**config.mk**
```make
export PLATFORM = sky130hd
export DESIGN_NAME = dsh_slope_ctrl
export DESIGN_NICKNAME = d
export VERILOG_FILES = /design/src/verilog/dsh_pkg.sv /design/src/verilog/dsh_sel_if.sv /design/src/verilog/dsh_slope_ctrl.sv /design/src/verilog/dsh_source_select.sv
export VERILOG_INCLUDE_DIRS = /design/src /design/src/verilog
export SDC_FILE = /design/constraint.sdc
export NUM_CORES = 1
export LEC_CHECK = 0
export BUFFER_PORTS_ARGS = -buffer_cell sky130_fd_sc_hd__buf_2
export CAP_MARGIN = 20
export CORE_ASPECT_RATIO = 0.6
export CORE_MARGIN = 2
export CORE_UTILIZATION = 30
export DETAILED_ROUTE_END_ITERATION = 10
export SYNTH_ARGS = -nofsm -noshare
export SYNTH_HDL_FRONTEND = slang
export SYNTH_SLANG_ARGS = --single-unit
```
**constraint.sdc**
```tcl
create_clock -name sys_clk -period 18.9 [get_ports sys_clk]
set_clock_uncertainty 0.15 [all_clocks]
set_input_delay 3.78 -clock sys_clk [delete_from_list [all_inputs] [get_ports sys_clk]]
set_output_delay 3.78 -clock sys_clk [all_outputs]
set_load 0.02 [all_outputs]
```
**src/verilog/dsh_params.svh**
```systemverilog
// Register offsets, field positions, select codes and reset values of the slope control.
`ifndef DSH_PARAMS_SVH
`define DSH_PARAMS_SVH
`define DSH_OFS_CONH 3'h0
`define DSH_OFS_CONL 3'h1
`define DSH_OFS_RATE 3'h2
`define DSH_OFS_HIGH 3'h3
`define DSH_OFS_LOW 3'h4
`define DSH_OFS_BLANK 3'h5
`define DSH_OFS_STAT 3'h6
`define DSH_OFS_ACC 3'h7
`define DSH_BIT_RAMP_ON 15
`define DSH_BIT_HYST_ON 11
`define DSH_BIT_TRI_ON 10
`define DSH_BIT_POSITIVE 9
`define DSH_CONH_MASK 16'h8e00
`define DSH_RST_16 16'h0000
`define DSH_RST_12 12'h000
`define DSH_RST_10 10'h000
`define DSH_FRAC_ZERO 4'h0
`define DSH_CODE_ZERO 4'h0
`define DSH_CODE_ONE 4'hf
`define DSH_CODE_HYST_LAST 4'hc
`define DSH_CODE_TRIG_LAST 4'h8
`define DSH_CODE_XTRIG_A 4'hd
`define DSH_CODE_XTRIG_B 4'he
`define DSH_CODE_CMP_LAST 4'h4
`define DSH_HYST_W 12
`define DSH_TRIG_W 10
`define DSH_CMP_W 4
`define DSH_SYNC_W 36
`endif

```
**src/verilog/dsh_pkg.sv**
```systemverilog
// Types shared by the slope control modules.
package dsh_pkg;
  typedef enum logic [1:0] {
    DSH_IDLE = 2'b00,
    DSH_RAMP = 2'b01,
    DSH_HOLD = 2'b10
  } dsh_state_t;
endpackage

```
**src/verilog/dsh_sel_if.sv**
```systemverilog
// Carrier between the control core and its input selector.
`timescale 1ns/10ps
`include "dsh_params.svh"
interface dsh_sel_if;
  logic [3:0] hyst_code;
  logic [3:0] stop_a_code;
  logic [3:0] stop_b_code;
  logic [3:0] start_code;
  logic [`DSH_HYST_W-1:0] hyst_vec;
  logic [`DSH_TRIG_W-1:0] stop_a_vec;
  logic [`DSH_CMP_W-1:0] stop_b_vec;
  logic [`DSH_TRIG_W-1:0] start_vec;
  logic hyst_level;
  logic stop_a;
  logic stop_b;
  logic start_level;
  modport ctrl (output hyst_code, stop_a_code, stop_b_code, start_code, hyst_vec, stop_a_vec,
    stop_b_vec, start_vec, input hyst_level, stop_a, stop_b, start_level);
  modport sel (input hyst_code, stop_a_code, stop_b_code, start_code, hyst_vec, stop_a_vec,
    stop_b_vec, start_vec, output hyst_level, stop_a, stop_b, start_level);
endinterface

```
**src/verilog/dsh_slope_ctrl.sv**
```systemverilog
// Slope, triangle and hysteretic waveform control for one DAC channel.
`timescale 1ns/10ps
`include "dsh_params.svh"
// What this block does
// RULE1: Slope enable runs the ramp; clearing it stops and zeroes the accumulator.
// RULE2: Hysteretic enable switches the channel into hysteretic mode.
// RULE3: Triangle enable makes the ramp bounce between the two limits.
// RULE4: Direction bit set ramps upward, clear ramps downward.
// RULE5: Software keeps slope enable clear while using hysteretic mode.
// RULE6: Software sets slope enable whenever triangle mode is used.
// RULE7: Selected hysteretic input picks high or low limit as DAC data.
// RULE8: Selected hysteretic input also sets the comparator polarity.
// RULE9: Both edges of the hysteretic input restart the blanking counter.
// RULE10: Hysteretic code 1111 is one, 0000 zero, others pick PWM high sides. The code picks inputs for 1..12 only and gives zero for 13 and 14.
// RULE11: Stop A OR stop B terminates the running slope.
// RULE12: Stop A code 1111 is one, 0000 zero, others pick PWM triggers. The code picks triggers for 1..8, 13 and 14 only and gives zero for 9..12.
// RULE13: Stop B code 1111 is one, 0000 zero, 1..4 pick comparator outputs.
// RULE14: Start field picks the signal whose rising edge begins a slope.
// RULE15: Ramp rate is unsigned 12.4 fixed point.
// RULE16: Ramp rate is held left justified in its 16-bit word.
// RULE17: Ten-bit blanking count sets the comparator mask time after switching.
// RULE18: Software keeps both limit values within 205 to 3890.
// RULE19: Running ramp steps by the rate each clock and holds on stop.
module dsh_slope_ctrl
  import dsh_pkg::*;
(
  input wire logic sys_clk,
  input wire logic rst,
  input wire logic [2:0] reg_addr,
  input wire logic [15:0] reg_wdata,
  input wire logic reg_wr,
  input wire logic reg_rd,
  output logic [15:0] reg_rdata,
  input wire logic [`DSH_HYST_W-1:0] hyst_src,
  input wire logic [`DSH_TRIG_W-1:0] stop_a_src,
  input wire logic [`DSH_CMP_W-1:0] stop_b_src,
  input wire logic [`DSH_TRIG_W-1:0] start_src,
  output logic [11:0] dac_data,
  output logic cmp_invert,
  output logic cmp_blank,
  output logic ramp_active
);
  logic [15:0] conh_reg;
  logic [15:0] conl_reg;
  logic [15:0] rate_reg;
  logic [11:0] high_reg;
  logic [11:0] low_reg;
  logic [9:0] blank_cfg_reg;
  logic [15:0] rd_data_reg;
  logic [`DSH_SYNC_W-1:0] sync1_reg;
  logic [`DSH_SYNC_W-1:0] sync2_reg;
  dsh_state_t state_reg;
  dsh_state_t state_next;
  logic [15:0] acc_reg;
  logic [15:0] acc_next;
  logic dir_up_reg;
  logic dir_up_next;
  logic start_prev_reg;
  logic hyst_prev_reg;
  logic [9:0] blank_cnt_reg;
  logic [9:0] blank_cnt_next;
  logic blank_reg;
  logic invert_reg;
  logic [11:0] dac_reg;
  logic active_reg;

  dsh_sel_if sel_bus ();

  dsh_source_select u_select (
    .sel(sel_bus)
  );

  // Register decode and the read mux; the fall-through read gives the accumulator.
  wire wr_conh = reg_wr && (reg_addr == `DSH_OFS_CONH);
  wire wr_conl = reg_wr && (reg_addr == `DSH_OFS_CONL);
  wire wr_rate = reg_wr && (reg_addr == `DSH_OFS_RATE);
  wire wr_high = reg_wr && (reg_addr == `DSH_OFS_HIGH);
  wire wr_low = reg_wr && (reg_addr == `DSH_OFS_LOW);
  wire wr_blank = reg_wr && (reg_addr == `DSH_OFS_BLANK);
  wire [15:0] status_word = {12'h000, dir_up_reg, blank_reg, sel_bus.hyst_level, active_reg};
  wire [15:0] rd_mux =
    (reg_addr == `DSH_OFS_CONH) ? conh_reg :
    (reg_addr == `DSH_OFS_CONL) ? conl_reg :
    (reg_addr == `DSH_OFS_RATE) ? rate_reg :
    (reg_addr == `DSH_OFS_HIGH) ? {4'h0, high_reg} :
    (reg_addr == `DSH_OFS_LOW) ? {4'h0, low_reg} :
    (reg_addr == `DSH_OFS_BLANK) ? {6'h00, blank_cfg_reg} :
    (reg_addr == `DSH_OFS_STAT) ? status_word : acc_reg;

  // Software registers; unimplemented control bits are masked so they read zero.
  always_ff @(posedge sys_clk or posedge rst) begin
    if (rst) begin
      conh_reg <= `DSH_RST_16;
      conl_reg <= `DSH_RST_16;
      rate_reg <= `DSH_RST_16;
      high_reg <= `DSH_RST_12;
      low_reg <= `DSH_RST_12;
      blank_cfg_reg <= `DSH_RST_10;
    end else begin
      if (wr_conh) conh_reg <= reg_wdata & `DSH_CONH_MASK;
      if (wr_conl) conl_reg <= reg_wdata;
      // RULE16: stored left justified
      if (wr_rate) rate_reg <= reg_wdata;
      if (wr_high) high_reg <= reg_wdata[11:0];
      if (wr_low) low_reg <= reg_wdata[11:0];
      if (wr_blank) blank_cfg_reg <= reg_wdata[9:0];
    end
  end

  // Read data stand for exactly one cycle after the strobe.
  always_ff @(posedge sys_clk or posedge rst) begin
    if (rst) rd_data_reg <= `DSH_RST_16;
    else rd_data_reg <= reg_rd ? rd_mux : `DSH_RST_16;
  end

  // Two-flop synchroniser for every pin-level source; only stage two is read.
  always_ff @(posedge sys_clk or posedge rst) begin
    if (rst) begin
      sync1_reg <= '0;
      sync2_reg <= '0;
    end else begin
      sync1_reg <= {hyst_src, stop_a_src, stop_b_src, start_src};
      sync2_reg <= sync1_reg;
    end
  end

  // Field routing into the selector.
  assign sel_bus.hyst_code = conl_reg[15:12];
  assign sel_bus.stop_a_code = conl_reg[11:8];
  assign sel_bus.stop_b_code = conl_reg[7:4];
  assign sel_bus.start_code = conl_reg[3:0];
  assign sel_bus.hyst_vec = sync2_reg[35:24];
  assign sel_bus.stop_a_vec = sync2_reg[23:14];
  assign sel_bus.stop_b_vec = sync2_reg[13:10];
  assign sel_bus.start_vec = sync2_reg[9:0];

  // Mode decode.
  wire ramp_on = conh_reg[`DSH_BIT_RAMP_ON];
  wire tri_on = conh_reg[`DSH_BIT_TRI_ON];
  wire positive = conh_reg[`DSH_BIT_POSITIVE];
  // RULE2: hysteretic mode gate
  // RULE5: hysteresis only without slope
  wire hyst_mode = conh_reg[`DSH_BIT_HYST_ON] && !ramp_on;
  // RULE6: triangle needs slope enable
  wire tri_mode = tri_on && ramp_on;
  // RULE11: stops are ORed
  wire stop_any = sel_bus.stop_a || sel_bus.stop_b;
  wire start_edge = sel_bus.start_level && !start_prev_reg;
  wire hyst_edge = sel_bus.hyst_level != hyst_prev_reg;

  // RULE15: limits widened into 12.4 to match the rate.
  wire [15:0] high_fx = {high_reg, `DSH_FRAC_ZERO};
  wire [15:0] low_fx = {low_reg, `DSH_FRAC_ZERO};
  // Limit hits are found by distance, so no sum can wrap past 16 bits.
  wire up_hit = (acc_reg >= high_fx) || ((high_fx - acc_reg) <= rate_reg);
  wire dn_hit = (acc_reg <= low_fx) || ((acc_reg - low_fx) <= rate_reg);

  // Ramp sequencer: start edge loads, each clock steps, stop holds, a limit holds or in triangle mode turns.
  always_comb begin
    state_next = state_reg;
    acc_next = acc_reg;
    dir_up_next = dir_up_reg;
    if (!ramp_on) begin
      // RULE1: accumulator off
      state_next = DSH_IDLE;
      acc_next = `DSH_RST_16;
    end else begin
      unique case (state_reg)
        DSH_IDLE, DSH_HOLD: begin
          // RULE14: start edge begins
          if (start_edge && !stop_any) begin
            state_next = DSH_RAMP;
            // RULE4: direction picks start
            dir_up_next = positive;
            acc_next = positive ? low_fx : high_fx;
          end
        end
        DSH_RAMP: begin
          if (stop_any) begin
            // RULE19: hold on stop
            state_next = DSH_HOLD;
          end else if (dir_up_reg) begin
            // RULE19: step by rate
            acc_next = up_hit ? high_fx : acc_reg + rate_reg;
            // RULE3: bounce at top
            if (up_hit && tri_mode) dir_up_next = 1'b0;
            else if (up_hit) state_next = DSH_HOLD;
          end else begin
            acc_next = dn_hit ? low_fx : acc_reg - rate_reg;
            if (dn_hit && tri_mode) dir_up_next = 1'b1;
            else if (dn_hit) state_next = DSH_HOLD;
          end
        end
        default: state_next = DSH_IDLE;
      endcase
    end
  end

  // RULE9: restart on either edge
  assign blank_cnt_next = (hyst_mode && hyst_edge) ? blank_cfg_reg :
    (blank_cnt_reg != `DSH_RST_10) ? blank_cnt_reg - 10'h001 : `DSH_RST_10;

  // Sequencer and edge-history state.
  always_ff @(posedge sys_clk or posedge rst) begin
    if (rst) begin
      state_reg <= DSH_IDLE;
      acc_reg <= `DSH_RST_16;
      dir_up_reg <= 1'b0;
      start_prev_reg <= 1'b0;
      hyst_prev_reg <= 1'b0;
      blank_cnt_reg <= `DSH_RST_10;
    end else begin
      state_reg <= state_next;
      acc_reg <= acc_next;
      dir_up_reg <= dir_up_next;
      // Cleared while the slope is off, so a constant-one start fires once on enable.
      start_prev_reg <= ramp_on ? sel_bus.start_level : 1'b0;
      hyst_prev_reg <= sel_bus.hyst_level;
      blank_cnt_reg <= blank_cnt_next;
    end
  end

  // Output flops; the DAC sees the limit pair in hysteretic mode, else the ramp.
  always_ff @(posedge sys_clk or posedge rst) begin
    if (rst) begin
      dac_reg <= `DSH_RST_12;
      invert_reg <= 1'b0;
      blank_reg <= 1'b0;
      active_reg <= 1'b0;
    end else begin
      // RULE7: limit switching
      dac_reg <= hyst_mode ? (sel_bus.hyst_level ? high_reg : low_reg) : acc_next[15:4];
      // RULE8: polarity follows input
      invert_reg <= hyst_mode && sel_bus.hyst_level;
      // RULE17: mask while counting
      blank_reg <= blank_cnt_next != `DSH_RST_10;
      active_reg <= state_next == DSH_RAMP;
    end
  end

  assign reg_rdata = rd_data_reg;
  assign dac_data = dac_reg;
  assign cmp_invert = invert_reg;
  assign cmp_blank = blank_reg;
  assign ramp_active = active_reg;
endmodule // dsh_slope_ctrl

```
**src/verilog/dsh_source_select.sv**
```systemverilog
// Picks the hysteretic, stop and start signals by their 4-bit select codes.
`timescale 1ns/10ps
`include "dsh_params.svh"
module dsh_source_select (
  dsh_sel_if.sel sel
);
  // Trigger fields: codes 1..8 pick the own-core triggers, 13 and 14 the other core's.
  function automatic logic dsh_pick_trig(input logic [3:0] code,
                                          input logic [`DSH_TRIG_W-1:0] vec);
    logic r;
    r = 1'b0;
    if (code == `DSH_CODE_ONE) begin
      r = 1'b1;
    end else if (code != `DSH_CODE_ZERO && code <= `DSH_CODE_TRIG_LAST) begin
      r = vec[code - 4'h1];
    end else if (code == `DSH_CODE_XTRIG_A) begin
      r = vec[`DSH_TRIG_W-2];
    end else if (code == `DSH_CODE_XTRIG_B) begin
      r = vec[`DSH_TRIG_W-1];
    end
    return r;
  endfunction

  // RULE10: hysteretic code map
  assign sel.hyst_level = (sel.hyst_code == `DSH_CODE_ONE) ? 1'b1 :
    (sel.hyst_code != `DSH_CODE_ZERO && sel.hyst_code <= `DSH_CODE_HYST_LAST) ?
    sel.hyst_vec[sel.hyst_code - 4'h1] : 1'b0;
  // RULE12: stop A map
  assign sel.stop_a = dsh_pick_trig(sel.stop_a_code, sel.stop_a_vec);
  // RULE13: stop B map
  assign sel.stop_b = (sel.stop_b_code == `DSH_CODE_ONE) ? 1'b1 :
    (sel.stop_b_code != `DSH_CODE_ZERO && sel.stop_b_code <= `DSH_CODE_CMP_LAST) ?
    sel.stop_b_vec[sel.stop_b_code[1:0] - 2'h1] : 1'b0;
  // RULE14: start code map
  assign sel.start_level = dsh_pick_trig(sel.start_code, sel.start_vec);
endmodule // dsh_source_select

```
### Yosys cells after proc, flatten, opt, wreduce, memory -nomap -nowiden

Cells that the tools add are included.
Widths: inputs -> output; s select.

* bits in registers: 204
* latch bits: 0
* RAM bits: 0
* memory bits (read-only): 0
* bits of input ports: 59
* output and inout port bits: 31
* word-level logic and storage cells: 156
* memories kept: 0

* $add $sub $neg: 9
* multiply operators: 0
* div/mod/pow operators: 0
* order comparisons: 12
* eq/ne operators: 23
* shift-type cells: 0
* muxes and demuxes: 56
* bitwise gates (word level): 0
* reductions and logical operators: 36

Operator list (number)
* $mux 16: 15
* $le 16x16->1: 3
* $sub 16x16->16: 3
* $eq 4x4->1 const B: 8
* $pmux 16 s2: 1
* $mux 12: 2
* $mux 1: 22
* $mux 10: 2
* $reduce_bool 10->1: 2
* $logic_and 1x1->1: 18
* $add 16x16->16: 1
* $ge 16x16->1: 1
* $mux 2: 8
* $reduce_bool 4->1: 4
* $lt 4x5->1 const B: 3
* $bmux 1 s4: 3
* $le 4x4->1 const B: 3
* $sub 4x1->4 const B: 3
* $sub 10x1->10 const B: 1
* $eq 3x3->1 const B: 3
* $eq 3x2->1 const B: 2
* $ne 3x3->1 const B: 2
* $eq 2x1->1 const B: 2
* $le 4x3->1 const B: 1
* other kinds (18): 23

### Longest topological paths before layout

* depth after elaboration: 13
* depth in mapped cells: 21
* depth with buffers taken out: 19

### By module

From an unflattened synthesis, not the netlist that was laid out.

* cell total of the unflattened synthesis: 1273
* area, all modules: 12310.6 µm²

By module, submodules not included
* dsh_slope_ctrl: instances 1, cells each 1188, area an instance 11569.8 µm², sequential area each 5104.9 µm²
* dsh_source_select: instances 1, cells each 85, area an instance 740.7 µm², sequential area each 0.0 µm²

### Least setup slack after synthesis

Ideal clock, no wire load.

* path type: input to register
* from: input reg_addr[0]
* to: register conl_reg[14]
* library setup time: 0.133 ns
* data arrival time: 5.407 ns
* data required time: 18.617 ns
* setup slack: 13.210 ns
* stages: 7
* path buffers: 3
* cells stage by stage: clkbuf_1 inv_1 nor3_1 and2_1 clkbuf_1 clkbuf_1 o21ai_0

* cells in the longest elaborated chain, start to end: 2

Ends and longest elaborated chain
* from (decl): RTL line dsh_slope_ctrl.sv:29 `input wire logic [2:0] reg_addr,`
* $eq 3x1->1 (no source line)
* $logic_and 1x1->1: RTL line dsh_slope_ctrl.sv:75 `` wire wr_conl = reg_wr && (reg_addr == `DSH_OFS_CONL); ``
* to (signal assigned): RTL line dsh_slope_ctrl.sv:94 `` conl_reg <= `DSH_RST_16; ``
* to (signal assigned): RTL line dsh_slope_ctrl.sv:101 `if (wr_conl) conl_reg <= reg_wdata;`
* to (decl): RTL line dsh_slope_ctrl.sv:44 `logic [15:0] conl_reg;`

Every way passes these cells.
A chain may end at the register's enable or synchronous reset.

### Final worst setup path

* from: input reg_addr[0]
* to: register conl_reg[7]

Same word-level chain as after synthesis.

==> flow_summary.json <==
{
  "status": "complete, no violations",
  "synth_top_area_share_pct": 40.8,
  "end_kind": "flip-flop",
  "hold_slack_ns": 0.184,
  "powerDensity_nw_per_um2": 146,
  "portBuffers": 89,
  "cpLargestDelayFamily": "simple AND/OR/NAND/NOR gates",
  "setup_ws_ns": 12.70,
  "grt_pass1_wl_mm": 64.5,
  "num_vias": 10800,
  "cp-startpoint": "reg_addr[0]",
  "avgViaCountPerCell": 5.57,
  "numCtsBuffers": 20,
  "tightest_slew_ns": 1.05,
  "yosysSeqAreaShare_pct": 40.8,
  "reg2reg_slack_ns": 12.99,
  "die_h_um": 162,
  "cp-start-kind": "primary input",
  "reg2reg_to": "acc_reg[11]",
  "arrival_ns": 6.44,
  "p_leak_nw": 6.22,
  "yosysMostFrequentCell": "dfrtp_1",
  "critPathBufInv": 2,
  "hold_start": "sync1_reg[20]",
  "start_util_pct": 30.7,
  "drtIter0Drc": 1284,
  "reg2reg_from": "acc_reg[1]",
  "grtUsageTotal_pct": 19.8,
  "syn_area_per_cell_um2": 9.63,
  "dr_wl_met2_mm": 15.7,
  "drv_cap": 0,
  "ys.flop_type": "dfrtp_1",
  "met3WireLength_mm": 5.43,
  "critPathMaxStageDelay_ns": 0.87,
  "path_clk_slew_ns": 0.07,
  "drt-total-wl_mm": 42.8,
  "dr.pass1.iters": 6,
  "required_ns": 19.14,
  "timing.critical_path.to": "conl_reg[7]",
  "r2r_cells": 17,
  "layout-drive-gt1-share_pct": 15.6,
  "rows": 57,
  "synth-seq-cells": 204,
  "route.detailed.wl_per_inst_um": 22.2,
  "post_cts_buffers": 0,
  "grt_start_max_net_pins": 122,
  "synth_common_cells": "204 x dfrtp_1, 125 x nand2_1, 95 x ha_1",
  "fill_cells": 4211,
  "finalWorstPathRequiredPeriod_ns": 6.20,
  "crit_path_cell_trace": "buf_2 > inv_1 > nor3_2 > and2_1 > mux2_2",
  "hold_path.class": "flip-flop to flip-flop",
  "multi_input_area_um2": 6780,
  "yosysWarnings": 0,
  "finalSetupViolations": 0,
  "synth_area_um2": 12500,
  "cts_buffer_depth": 3,
  "postCtsHoldBufs": 0,
  "synthCells": 1299,
  "rsz0062_at_grt": "no",
  "layout.nets": 1515,
  "dp_slack_ns": 12.23,
  "dr.max_layer_used": "met5",
  "cpMaxStageDelayCell": "and2_1",
  "relSlewSlack_pct": 30.0,
  "cts_resized": 0,
  "finalWeightedCongestion": 1.06,
  "slew_violations": 0,
  "regArea_um2": 5100,
  "wl_met1_mm": 21.1,
  "areaGrowthSynthToFinish_pct": 13.2,
  "grt_pass1_vias": 9997,
  "ctsRootBufferMaster": "clkbuf_16",
  "tns_ns": 0,
  "synth-edff-count": 0,
  "dpl.hpwl_mm": 33.0,
  "boundaryPins": 90,
  "h-tree-depth": 1,
  "yosys-top-cells-area": "dfrtp_1 41%, ha_1 9.5%, nand2_1 3.8%",
  "tritoncts": "done",
  "core_um2": 40800,
  "antenna_found_initial": 3,
  "crit_cells": 5,
  "drc": 0,
  "crit_fanout": 28,
  "synthArstFlopShare_pct": 100,
  "die_area_um2": 43400,
  "ant_nets": 0,
  "synth.distinct_cells": 94,
  "ir_drop_mv": 0.0624,
  "fin_crit_sh_pct": 32.8,
  "synth_top_area_cell": "dfrtp_1",
  "grt_overflow": 0,
  "critPathKind": "primary input to flip-flop",
  "fmax_mhz": 161,
  "postSynthNetCount": 1456,
  "die_w_um": 268,
  "clock_latency_ns": 0.53,
  "hold_viol": 0,
  "clock-sinks": 204
}
## power by group
part / switching [W] / internal (W)
Clock: 0.000179 / 0.000240
Sequential: 0.000112 / 0.000514
Combinational: 0.000633 / 0.000380
Total: 0.000925 / 0.00114
## worst min path at each step
stage,slack [ns],to,depth (start not counted)
after floorplan,0.18,sync2_reg[0],0
after global placement,0.18,sync2_reg[6],0
after detailed placement,0.19,sync2_reg[8],0
after CTS,0.19,sync2_reg[20],0
after global routing,0.20,sync2_reg[8],0
final,0.18,sync2_reg[20],0
## area by class of cell
cell class	instances	share of cell area, %
clock inverter	7	0.681
multi-input combinational	944	47.9
timing repair buffer	102	3.98
antenna	1	0.0177
inverter	86	2.33
clock buffer	28	4.04
tap	560	4.95
sequential	204	36.1
## worst register-to-register path, cell delays in order (launching register included)
cell and delay [ns]:
dfrtp_1 0.52, nor3_1 0.38, a31oi_1 0.25, o211ai_1 0.69, nand3_1 0.15, a41oi_1 0.32, o21a_1 0.15, nor2_1 0.04
xnor2_1 0.16, ha_1 0.32, nand4_1 0.23, or3_1 0.45, a21oi_1 0.15, o31a_1 0.23, nand3_1 0.74, o32a_1 0.61
o211ai_1 0.13, nand2_1 0.12
## cells by family (layout without fill, tap and decap cells)
kind of cell	Yosys count	after routing	share of synthesized area, %
xor gates and xnor gates	52	52	3.64
adders and majority gates	98	98	9.99
muxes	73	73	7.19
buffers and inverters	151	223	5.03
and+or+nand+nor	358	358	13.7
other	0	1	0
DFF	204	204	40.8
AOI/OAI and AO/OA	363	363	19.6
## per-layer routing
| metal | vias to the layer above | global-route usage (%) |
|---|---|---|
| met5 | - | 0 |
| met4 | 2 | 2.46 |
| met3 | 54 | 6.78 |
| met2 | 611 | 24.9 |
| met1 | 5306 | 32.2 |
| li1 | 4784 | - |
## metrics by stage
stage,total power (W),instance area (µm²),std cells,util (%)
after floorplan,0.00129,12500,1299,-
after global placement,0.00159,13400,1894,33.0
after detailed placement,0.00160,13400,1894,33.0
after CTS,0.00203,14100,1929,34.6
after global routing,0.00219,14200,1932,34.7
final,0.00206,14200,1932,34.7
## layout by cell type, fill, tap and decap left out, drive strengths merged, types with 12 or more instances in the layout
cell / n
inv: 88
clkbuf: 29
xnor2: 40
nand4: 13
and2: 14
nand2b: 13
o21ai: 85
a211oi: 20
nand3: 14
mux2i: 28
o31ai: 13
nor2b: 12
dfrtp: 204
o21a: 12
mux2: 36
a21oi: 92
nand2: 126
buf: 101
nor3: 31
nor2: 87
o211ai: 16
ha: 95
xor2: 12
Power figures use the tool's default switching activity.
